[src/common/tpw_regs.svh]
// Register offsets, field positions and reset values of the three-phase PWM timing unit.
`ifndef TPW_REGS_SVH
`define TPW_REGS_SVH

// Byte offsets on the Wishbone bus, one aligned 32-bit word each.
`define TPW_OFF_MODE      8'h00
`define TPW_OFF_HALF_PER  8'h04
`define TPW_OFF_DEAD      8'h08
`define TPW_OFF_MIN_PULSE 8'h0C
`define TPW_OFF_SYNC_W    8'h10
`define TPW_OFF_DUTY_A    8'h14
`define TPW_OFF_DUTY_B    8'h18
`define TPW_OFF_DUTY_C    8'h1C
`define TPW_OFF_STEER     8'h20
`define TPW_OFF_STATUS    8'h24

// Field positions.
`define TPW_MODE_DBL_BIT  6
`define TPW_STAT_RUN_BIT  0
`define TPW_STAT_HALF_BIT 3

// Bit index of each "written once" flag.
`define TPW_WR_TM 0
`define TPW_WR_A  1
`define TPW_WR_B  2
`define TPW_WR_C  3

// Sync width reset value and dead-time count maximum.
`define TPW_SYNC_W_RST 8'h27
`define TPW_DT_MAX     10'h3FF

// Clocks from the start-delay compare to the sync rise, taken off the start delay.
`define TPW_START_LAT  18'h00002

`endif

[src/common/tpw_pkg.sv]
// Types shared by the three-phase PWM timing unit modules.
package tpw_pkg;

  // State of the top module apart from the reset pipe, registered as one word.
  typedef struct packed {
    logic             wb_ack;
    logic [15:0]      wb_dat;
    logic             dbl;
    logic [15:0]      tm;
    logic [9:0]       dt;
    logic [15:0]      mp;
    logic [7:0]       sw;
    logic [2:0][15:0] duty;
    logic [8:0]       steer;
    logic [3:0]       written;
    logic             tmr_on;
    logic [17:0]      st_cnt;
    logic             run;
    logic [15:0]      cnt;
    logic             half;
    logic             fire;
    logic [15:0]      a_tm;
    logic [9:0]       a_dt;
    logic [15:0]      a_mp;
    logic [7:0]       a_sw;
    logic [2:0][15:0] a_duty;
    logic [8:0]       a_steer;
  } tpw_state_t;

  // State of one phase comparator.
  typedef struct packed {
    logic hi;
    logic lo;
  } tpw_phase_st_t;

  // State of the sync pulse generator.
  typedef struct packed {
    logic [8:0] cnt;
    logic       pulse;
    logic       irq;
  } tpw_sync_st_t;

endpackage

[src/design/tpw_phase.sv]
// One complementary output pair with dead time, compared against the sweep counter.
`timescale 1ns/1ps
module tpw_phase
  import tpw_pkg::*;
#(
  parameter int CW = 16,
  parameter int DW = 10
) (
  input  wire logic          clk_sys,
  input  wire logic          rst_n,
  input  wire logic          run,
  input  wire logic [CW-1:0] cnt,
  input  wire logic [CW-1:0] tm,
  input  wire logic [CW-1:0] duty,
  input  wire logic [DW-1:0] dt,
  output logic               high_q,
  output logic               low_q
);

  tpw_phase_st_t s_q;
  tpw_phase_st_t s_d;
  logic signed [CW+1:0] hi_thr;
  logic signed [CW+1:0] lo_thr;
  logic signed [CW+1:0] pos;

  // Both edges move by dt from the duty instant, so the gap between them is 2*dt.
  assign hi_thr = $signed({2'b00, tm}) - $signed({2'b00, duty}) + $signed({{(CW+2-DW){1'b0}}, dt}); // [RULE1] [RULE13]
  assign lo_thr = $signed({2'b00, tm}) - $signed({2'b00, duty}) - $signed({{(CW+2-DW){1'b0}}, dt}); // [RULE1] [RULE14]
  assign pos    = $signed({2'b00, cnt});

  // Out-of-range thresholds saturate to always on or always off, which clamps the on-time.
  always_comb begin
    s_d    = s_q;
    s_d.hi = run & (pos >= hi_thr); // [RULE12] [RULE15] [RULE22]
    s_d.lo = run & (pos < lo_thr);  // [RULE3] [RULE15] [RULE22]
  end

  always_ff @(posedge clk_sys or negedge rst_n) begin
    if (!rst_n) begin
      s_q <= '0;
    end else begin
      s_q <= s_d;
    end
  end

  assign high_q = s_q.hi;
  assign low_q  = s_q.lo;

endmodule

[src/design/tpw_sync_gen.sv]
// Period sync pulse of programmable width, plus a one-cycle interrupt request.
`timescale 1ns/1ps
module tpw_sync_gen
  import tpw_pkg::*;
(
  input  wire logic       clk_sys,
  input  wire logic       rst_n,
  input  wire logic       fire,
  input  wire logic [7:0] width,
  output logic            sync_q,
  output logic            irq_q
);

  tpw_sync_st_t s_q;
  tpw_sync_st_t s_d;

  // A new fire restarts the pulse; the width must be shorter than a half period.
  always_comb begin
    s_d     = s_q;
    s_d.irq = fire; // [RULE21]
    if (fire) begin
      s_d.pulse = 1'b1;
      s_d.cnt   = {1'b0, width}; // [RULE10]
    end else if (s_q.cnt != 9'h000) begin
      s_d.cnt = s_q.cnt - 9'h001;
    end else begin
      s_d.pulse = 1'b0;
    end
  end

  always_ff @(posedge clk_sys or negedge rst_n) begin
    if (!rst_n) begin
      s_q <= '0;
    end else begin
      s_q <= s_d;
    end
  end

  assign sync_q = s_q.pulse;
  assign irq_q  = s_q.irq;

endmodule

[src/design/tpw_timing_unit.sv]
// Three-phase centre-based PWM timing unit with a classic Wishbone register slave.
//
// Contract
// [RULE1] Dead time is count times two clocks.
// [RULE2] Dead-time count is ten bits, max 0x3FF.
// [RULE3] Zero dead time switches pairs without delay.
// [RULE4] Mode bit 6 selects single or double update.
// [RULE5] Reset clears mode bit: single update default.
// [RULE6] Period-start sync edge loads all timing values.
// [RULE7] Every sync edge also loads output steering.
// [RULE8] Double mode adds midpoint sync that reloads.
// [RULE9] Status bit 3 marks second half.
// [RULE10] Sync pulse lasts width count plus one.
// [RULE11] Sync width resets to 0x27.
// [RULE12] Each duty sets its own high-side on-time.
// [RULE13] Centre-based; every edge shifted by dead time.
// [RULE14] Single mode on-times follow duty minus dead.
// [RULE15] On-times clamp between zero and full period.
// [RULE16] Double mode sums both halves' values.
// [RULE17] Nothing runs until period and duties written.
// [RULE18] First sync delayed after first period write.
// [RULE19] Period register counts clocks per half period.
// [RULE20] Half-period register is sixteen bits.
// [RULE21] Interrupt request on every sync pulse.
// [RULE22] Counter sweeps zero to period, compared.
`timescale 1ns/1ps
`include "tpw_regs.svh"
module tpw_timing_unit
  import tpw_pkg::*;
#(
  parameter int AW = 8
) (
  input  wire logic          clk_sys,
  input  wire logic          rst_n,
  input  wire logic          wb_cyc_i,
  input  wire logic          wb_stb_i,
  input  wire logic          wb_we_i,
  input  wire logic [AW-1:0] wb_adr_i,
  input  wire logic [3:0]    wb_sel_i,
  input  wire logic [31:0]   wb_dat_i,
  output logic [31:0]        wb_dat_o,
  output logic               wb_ack_o,
  output logic               phase_a_high_out,
  output logic               phase_a_low_out,
  output logic               phase_b_high_out,
  output logic               phase_b_low_out,
  output logic               phase_c_high_out,
  output logic               phase_c_low_out,
  output logic               period_sync_pulse,
  output logic               sync_irq,
  output logic [8:0]         steer_active
);

  logic [1:0] rst_pipe_q;
  logic       rst_sync_n;
  tpw_state_t s_q;
  tpw_state_t s_d;
  logic       acc;
  logic       wr;
  logic [15:0] wval;
  logic [17:0] target;
  logic [2:0] hi_w;
  logic [2:0] lo_w;

  // Merge a write into a 16-bit register by its two low byte lanes.
  function automatic logic [15:0] wr16(input logic [15:0] old,
                                       input logic [31:0] dat,
                                       input logic [3:0]  sel);
    logic [15:0] r;
    r[15:8] = sel[1] ? dat[15:8] : old[15:8];
    r[7:0]  = sel[0] ? dat[7:0]  : old[7:0];
    return r;
  endfunction

  // Copy the software-visible set into the working set at a sync edge.
  function automatic tpw_state_t load_cfg(input tpw_state_t s);
    tpw_state_t r;
    r         = s;
    r.a_tm    = s.tm;
    r.a_dt    = s.dt;
    r.a_mp    = s.mp;
    r.a_sw    = s.sw;
    r.a_duty  = s.duty;
    r.a_steer = s.steer;
    return r;
  endfunction

  // Reset is released through two flops so that its removal is clean against clk_sys.
  always_ff @(posedge clk_sys or negedge rst_n) begin
    if (!rst_n) begin
      rst_pipe_q <= 2'b00;
    end else begin
      rst_pipe_q <= {rst_pipe_q[0], 1'b1};
    end
  end

  assign rst_sync_n = rst_pipe_q[1];

  // A request is taken only once; the registered ack then blocks a second take.
  assign acc  = wb_cyc_i & wb_stb_i & ~s_q.wb_ack;
  assign wr   = acc & wb_we_i;
  assign wval = wb_dat_i[15:0];

  // The start delay is measured from the first half-period write; the compare-to-sync
  // latency is taken off so that the sync rise lands on the documented instant.
  assign target = (s_q.dbl ? {2'b00, s_q.tm} :
                   ({2'b00, s_q.tm} + {3'b000, s_q.tm[15:1]})) - `TPW_START_LAT; // [RULE18]

  // Register slave, start-up sequencing and the half-period sweep counter.
  always_comb begin
    s_d        = s_q;
    s_d.fire   = 1'b0;
    s_d.wb_ack = acc;
    s_d.wb_dat = 16'h0000;

    // Register reads; unmapped offsets read as zero.
    if (acc) begin
      case (wb_adr_i)
        `TPW_OFF_MODE: begin
          s_d.wb_dat[`TPW_MODE_DBL_BIT] = s_q.dbl;
        end
        `TPW_OFF_HALF_PER: begin
          s_d.wb_dat = s_q.tm;
        end
        `TPW_OFF_DEAD: begin
          s_d.wb_dat = {6'h00, s_q.dt};
        end
        `TPW_OFF_MIN_PULSE: begin
          s_d.wb_dat = s_q.mp;
        end
        `TPW_OFF_SYNC_W: begin
          s_d.wb_dat = {8'h00, s_q.sw};
        end
        `TPW_OFF_DUTY_A: begin
          s_d.wb_dat = s_q.duty[0];
        end
        `TPW_OFF_DUTY_B: begin
          s_d.wb_dat = s_q.duty[1];
        end
        `TPW_OFF_DUTY_C: begin
          s_d.wb_dat = s_q.duty[2];
        end
        `TPW_OFF_STEER: begin
          s_d.wb_dat = {7'h00, s_q.steer};
        end
        `TPW_OFF_STATUS: begin
          s_d.wb_dat[`TPW_STAT_RUN_BIT]  = s_q.run;
          s_d.wb_dat[`TPW_STAT_HALF_BIT] = s_q.half; // [RULE9]
        end
        default: begin
          s_d.wb_dat = 16'h0000;
        end
      endcase
    end

    // Register writes; a write to an unmapped offset is acknowledged and dropped.
    if (wr) begin
      case (wb_adr_i)
        `TPW_OFF_MODE: begin
          if (wb_sel_i[0]) begin
            s_d.dbl = wval[`TPW_MODE_DBL_BIT]; // [RULE4]
          end
        end
        `TPW_OFF_HALF_PER: begin
          s_d.tm = wr16(s_q.tm, wb_dat_i, wb_sel_i); // [RULE19] [RULE20]
          s_d.written[`TPW_WR_TM] = 1'b1;
          if (!s_q.tmr_on) begin
            s_d.tmr_on = 1'b1; // [RULE18]
            s_d.st_cnt = 18'h00000;
          end
        end
        `TPW_OFF_DEAD: begin
          s_d.dt = 10'(wr16({6'h00, s_q.dt}, wb_dat_i, wb_sel_i)); // [RULE2]
        end
        `TPW_OFF_MIN_PULSE: begin
          s_d.mp = wr16(s_q.mp, wb_dat_i, wb_sel_i);
        end
        `TPW_OFF_SYNC_W: begin
          if (wb_sel_i[0]) begin
            s_d.sw = wval[7:0];
          end
        end
        `TPW_OFF_DUTY_A: begin
          s_d.duty[0] = wr16(s_q.duty[0], wb_dat_i, wb_sel_i);
          s_d.written[`TPW_WR_A] = 1'b1;
        end
        `TPW_OFF_DUTY_B: begin
          s_d.duty[1] = wr16(s_q.duty[1], wb_dat_i, wb_sel_i);
          s_d.written[`TPW_WR_B] = 1'b1;
        end
        `TPW_OFF_DUTY_C: begin
          s_d.duty[2] = wr16(s_q.duty[2], wb_dat_i, wb_sel_i);
          s_d.written[`TPW_WR_C] = 1'b1;
        end
        `TPW_OFF_STEER: begin
          s_d.steer = 9'(wr16({7'h00, s_q.steer}, wb_dat_i, wb_sel_i));
        end
        default: begin
          s_d.steer = s_q.steer;
        end
      endcase
    end

    // Before start the main timer only measures the start delay; outputs stay off.
    if (!s_q.run) begin
      if (s_q.tmr_on && !(wr && wb_adr_i == `TPW_OFF_HALF_PER && !s_q.tmr_on)) begin
        if (s_q.st_cnt != 18'h3FFFF) begin
          s_d.st_cnt = s_q.st_cnt + 18'h00001;
        end
      end
      if ((&s_q.written) && s_q.tmr_on && (s_q.st_cnt >= target)) begin // [RULE17] [RULE18]
        s_d      = load_cfg(s_d); // [RULE6] [RULE7]
        s_d.run  = 1'b1;
        s_d.fire = 1'b1;
        s_d.half = 1'b0;
        s_d.cnt  = 16'h0000;
      end
    end else if (!s_q.half) begin
      // First half counts up; a half period is a_tm clocks long.
      if (s_q.cnt >= s_q.a_tm - 16'h0001) begin
        s_d.half = 1'b1; // [RULE9]
        if (s_q.dbl) begin
          s_d      = load_cfg(s_d); // [RULE8] [RULE7] [RULE16]
          s_d.fire = 1'b1;
          s_d.cnt  = s_d.a_tm - 16'h0001;
        end else begin
          s_d.cnt  = s_q.a_tm - 16'h0001; // [RULE13]
        end
      end else begin
        s_d.cnt = s_q.cnt + 16'h0001; // [RULE22]
      end
    end else begin
      // Second half counts down, mirroring the first so the pattern stays centred.
      if (s_q.cnt == 16'h0000) begin
        s_d      = load_cfg(s_d); // [RULE6] [RULE7]
        s_d.fire = 1'b1;
        s_d.half = 1'b0;
        s_d.cnt  = 16'h0000;
      end else begin
        s_d.cnt = s_q.cnt - 16'h0001; // [RULE22]
      end
    end
  end

  // The block state apart from the reset pipe is one register; reset sets single update and the sync width.
  always_ff @(posedge clk_sys or negedge rst_sync_n) begin
    if (!rst_sync_n) begin
      s_q      <= '0; // [RULE5]
      s_q.sw   <= `TPW_SYNC_W_RST; // [RULE11]
      s_q.a_sw <= `TPW_SYNC_W_RST; // [RULE11]
    end else begin
      s_q <= s_d;
    end
  end

  // Three identical comparators, each fed by its own working duty value.
  for (genvar i = 0; i < 3; i++) begin : g_phase
    tpw_phase #(
      .CW (16),
      .DW (10)
    ) u_phase (
      .clk_sys (clk_sys),
      .rst_n   (rst_sync_n),
      .run     (s_q.run),
      .cnt     (s_q.cnt),
      .tm      (s_q.a_tm),
      .duty    (s_q.a_duty[i]), // [RULE12]
      .dt      (s_q.a_dt),
      .high_q  (hi_w[i]),
      .low_q   (lo_w[i])
    );
  end

  // Sync pulse follows each load by one clock; its width uses the value just loaded.
  tpw_sync_gen u_sync (
    .clk_sys (clk_sys),
    .rst_n   (rst_sync_n),
    .fire    (s_q.fire),
    .width   (s_q.a_sw), // [RULE10]
    .sync_q  (period_sync_pulse),
    .irq_q   (sync_irq) // [RULE21]
  );

  // Outputs are flops of this module or of its four sub-block instances.
  assign wb_ack_o         = s_q.wb_ack;
  assign wb_dat_o         = {16'h0000, s_q.wb_dat};
  assign phase_a_high_out = hi_w[0];
  assign phase_a_low_out  = lo_w[0];
  assign phase_b_high_out = hi_w[1];
  assign phase_b_low_out  = lo_w[1];
  assign phase_c_high_out = hi_w[2];
  assign phase_c_low_out  = lo_w[2];
  assign steer_active     = s_q.a_steer; // [RULE7]

endmodule

[config.mk]
export PLATFORM = sky130hd
export DESIGN_NAME = tpw_timing_unit
export DESIGN_NICKNAME = d
export VERILOG_FILES = /design/src/common/tpw_pkg.sv /design/src/design/tpw_phase.sv /design/src/design/tpw_sync_gen.sv /design/src/design/tpw_timing_unit.sv
export VERILOG_INCLUDE_DIRS = /design/src /design/src/common
export SDC_FILE = /design/constraint.sdc
export NUM_CORES = 1
export LEC_CHECK = 0
export ABC_AREA = 1
export BUFFER_PORTS_ARGS = -buffer_cell sky130_fd_sc_hd__buf_2
export CAP_MARGIN = 5
export CORE_MARGIN = 1.5
export CORE_UTILIZATION = 57
export DETAILED_ROUTE_END_ITERATION = 8
export MAX_ROUTING_LAYER = met4
export PLACE_DENSITY_LB_ADDON = 0.2
export SYNTH_ARGS = -nofsm -noshare
export SYNTH_HDL_FRONTEND = slang
export SYNTH_SLANG_ARGS = --single-unit
[constraint.sdc]
create_clock -name clk_sys -period 12.3 [get_ports clk_sys]
set_input_delay 1.23 -clock clk_sys [delete_from_list [all_inputs] [get_ports clk_sys]]
set_output_delay 1.23 -clock clk_sys [all_outputs]
set_load 0.1 [all_outputs]
==> summary.md <==
| Metric | Value |
|---|---|
| Max incr delay on CP | 0.61 ns |
| Leakage power | 13.3 nW |
| Period utilisation layout | 50.9% |
| Post-Syn Instances | 3329 |
| Die outline width | 207 um |
| Critical path peak fanout | 107 |
| Detail Route Antenna Nets | 0 |
| DR vias | 22700 |
| Ys async rst share | 100% |
| Hold Path Class | reg2reg |
| Post-CTS setup buffers | 0 |
| Worst VDD drop | 0.137 mV |
| Clock sink count | 276 |
| Post-Syn Area | 23600 um^2 |
| Clock root cell | clkbuf_16 |
| Global-route wire length before repair | 116 mm |
| RSZ-0062 raised after global routing | false |
| Via/cell ratio | 5.83 |
| Die area | 42700 um^2 |
| Seq/Total Area, Yosys | 29.3% |
| Design area | 25200 um^2 |
| WL met1 | 32.7 mm |
| CP arrival | 6.77 ns |
| Number of max-cap violations | 0 |
| Max Freq | 160 MHz |
| Worst path slowest cell | buf_4 |
| Cell Rows | 74 |
| Syn-to-layout area delta | 6.72% |
| Syn. warnings | 0 |
| Reg2Reg Launch Point | s_q[241] |
| DRT iter0 DRCs | 2076 |
| Slew margin rel. | 27.0% |
| End point of the critical path | steer_active[7] |
| HPWL after detailed placement | 58.3 mm |
| Die H | 207 um |
| Number of global-route vias before repair | 21300 |
| Yosys reg bits | 276 |
| Final Setup Violations | 0 |
| Placer Congestion | 1.02 |
| Post-layout power | 2.12 mW |
| CP most frequent cell | nand2_1 |
| Top FF cell, synth | dfrtp_1 |
| H-Tree Depth | 1 |
| Fin. Hold Viols | 0 |
| Routed wl met3 | 5.26 mm |
| Clock-pin slew on the worst setup and hold paths | 0.06 ns |
| Outcome | complete, no violations |
| R2r endpoint | steer_active[7] |
| Top Layer Used | met4 |
| GR Util All Layers | 36.1% |
| Initial antenna violation count | 2 |
| Port Buffers | 64 |
| Clk Latency, worst-skew pair | 0.59 ns |
| FF-to-FF path depth | 28 |
| Netlist cell types | 69 |
| Power per Cell Area | 84.2 nW/um^2 |
| Layout cell share with drive strength beyond 1 | 6.22% |
| Starting Density | 57.9% |
| Critical Path RT | 12.81 ns |
| Drt total wl | 74.2 mm |
| Worst Setup SP | s_q[241] |
| Max Root-Sink Buffers | 3 |
| Post-synth EDFFs | 0 |
| Core ar. | 40800 um^2 |
| Final Slew Violations | 0 |
| CTS Hold Bufs | 0 |
| Met2 WL | 32.5 mm |
| Residual DRC count | 0 |
| CTS resizes | 0 |
| Fin Setup TNS | 0 ns |
| Worst-margin pin slew | 1.10 ns |
| Dpl cell area | 24000 um^2 |
| Worst Setup Path Type | reg2reg |
| Setup slack, reg-to-reg | 6.04 ns |
| Avg Inst Size Synth | 7.10 um^2 |
| Layout Skew | 0.0215 ns |
| Critical Path End Type | flop |
| Ports | 99 |
| # nets final | 3650 |
| CTS tree | yes |
| GRT overflow | 0 |
| Number of CTS-inserted buffers | 31 |
| Largest net degree at the start of global routing | 108 |
| Drt wl/cell | 19.1 um |
| Hold WS | 0.350 ns |
| First drt pass iteration count | 6 |
| Minimum clock period | 6.26 ns |
| Worst setup SP type | flop |
-- where the power goes --
group | switching [mW] | internal, mW
clock | 0.405 | 0.630
sequential | 0.0151 | 0.925
combinational | 0.107 | 0.0403
-- cells in the mapped netlist, drive strengths merged (10+ instances only) --
master  instances  share of area (%)
a21o           10               0.32
a21oi         193                4.1
a221oi         12               0.44
buf            77                2.3
clkbuf         40               0.64
dfrtp         268                 28
fa             10               0.85
ha            258                 14
inv           434                6.9
nand2         941                 15
nand3         154                3.3
nand3b         10               0.32
nand4          61                1.6
nor2          269                4.5
nor3           48                1.2
nor4           14               0.40
o211ai         14               0.44
o21ai         229                5.0
o21bai         11               0.35
o22ai          30               0.82
o31ai          11               0.35
xnor2          28                1.0
xor2          123                4.6
-- kinds of logic (layout without fill, tap and decap cells) --
| kind of cell | after synthesis | in the layout | share of synthesized area (%) |
|---|---|---|---|
| compound gates | 570 | 570 | 13.9 |
| xor+xnor | 151 | 151 | 5.66 |
| fa+ha+maj | 268 | 268 | 14.5 |
| buf+inv | 556 | 570 | 9.88 |
| flops | 276 | 276 | 29.3 |
| other cells | 2 | 18 | 0.0318 |
| simple gates | 1506 | 1506 | 26.7 |
-- metrics by stage --
step                utilization [%]  instances  setup slack (ns)
finish                         61.7       3891              6.04
detailed placement             58.9       3832              6.17
global placement               58.9       3832              6.26
global route                   61.7       3891              5.47
CTS                            61.7       3890              6.09
floorplan                         -       3344              4.05
-- flip-flops by register name (all words and copies together), names as in the netlist, named ones only --
register and cells:
s_q 215, g_phase.u_phase.high_q 3, u_sync.irq_q 1, rst_pipe_q 2
g_phase.u_phase.low_q 3, wb_dat_o 16, u_sync.s_q 9, u_sync.sync_q 1
wb_ack_o 1, steer_active 9
-- layout make-up --
class                      count  area, um^2
fill                        3817       15600
multi-input combinational   2512       14400
sequential                   276        6920
inverter                     439        1650
clock buffer                  38         862
tap                          532         666
timing repair buffer          73         388
clock inverter                20         295
antenna                        1        2.50
-- how the worst min path moves through the flow --
stage          depth (start not counted)            end  slack [ns]     startpoint
2_1_floorplan                          0  rst_pipe_q[1]        0.33  rst_pipe_q[0]
3_5_place_dp                           0  rst_pipe_q[1]        0.34  rst_pipe_q[0]
5_1_grt                                0  rst_pipe_q[1]        0.35  rst_pipe_q[0]
3_3_place_gp                           0  rst_pipe_q[1]        0.34  rst_pipe_q[0]
4_1_cts                                0  rst_pipe_q[1]        0.35  rst_pipe_q[0]
6_report                               0  rst_pipe_q[1]        0.35  rst_pipe_q[0]
-- critical path: cells and delay by family, from the launching register on --
family	cells	cell delay [ns]
and+or+nand+nor	17	2.74
buffers and inverters	5	1.38
adders and majority gates	3	0.95
AOI/OAI and AO/OA	3	0.52
DFF	1	0.44
-- layer usage --
metal  vias to the layer above  track usage [%]
met4                         0             16.0
li1                      10900                -
met5                         -                -
met2                       977             54.6
met1                     10600             49.1
met3                       195             3.75
-- cells in the final DEF, fill, tap and decap left out, types with 13 or more instances in the layout --
master / count
xnor2_1: 28
xor2_1: 121
inv_1: 422
conb_1: 17
nor3_1: 42
nand3_1: 151
o21ai_1: 14
o211ai_1: 14
nand2_1: 925
o21ai_0: 208
o22ai_1: 29
buf_2: 64
nor2_1: 256
nor4_1: 13
ha_1: 258
dfrtp_1: 267
a21oi_1: 193
nand2_2: 15
nand4_1: 60
clkbuf_16: 31
(Power assumes the default switching activity.)
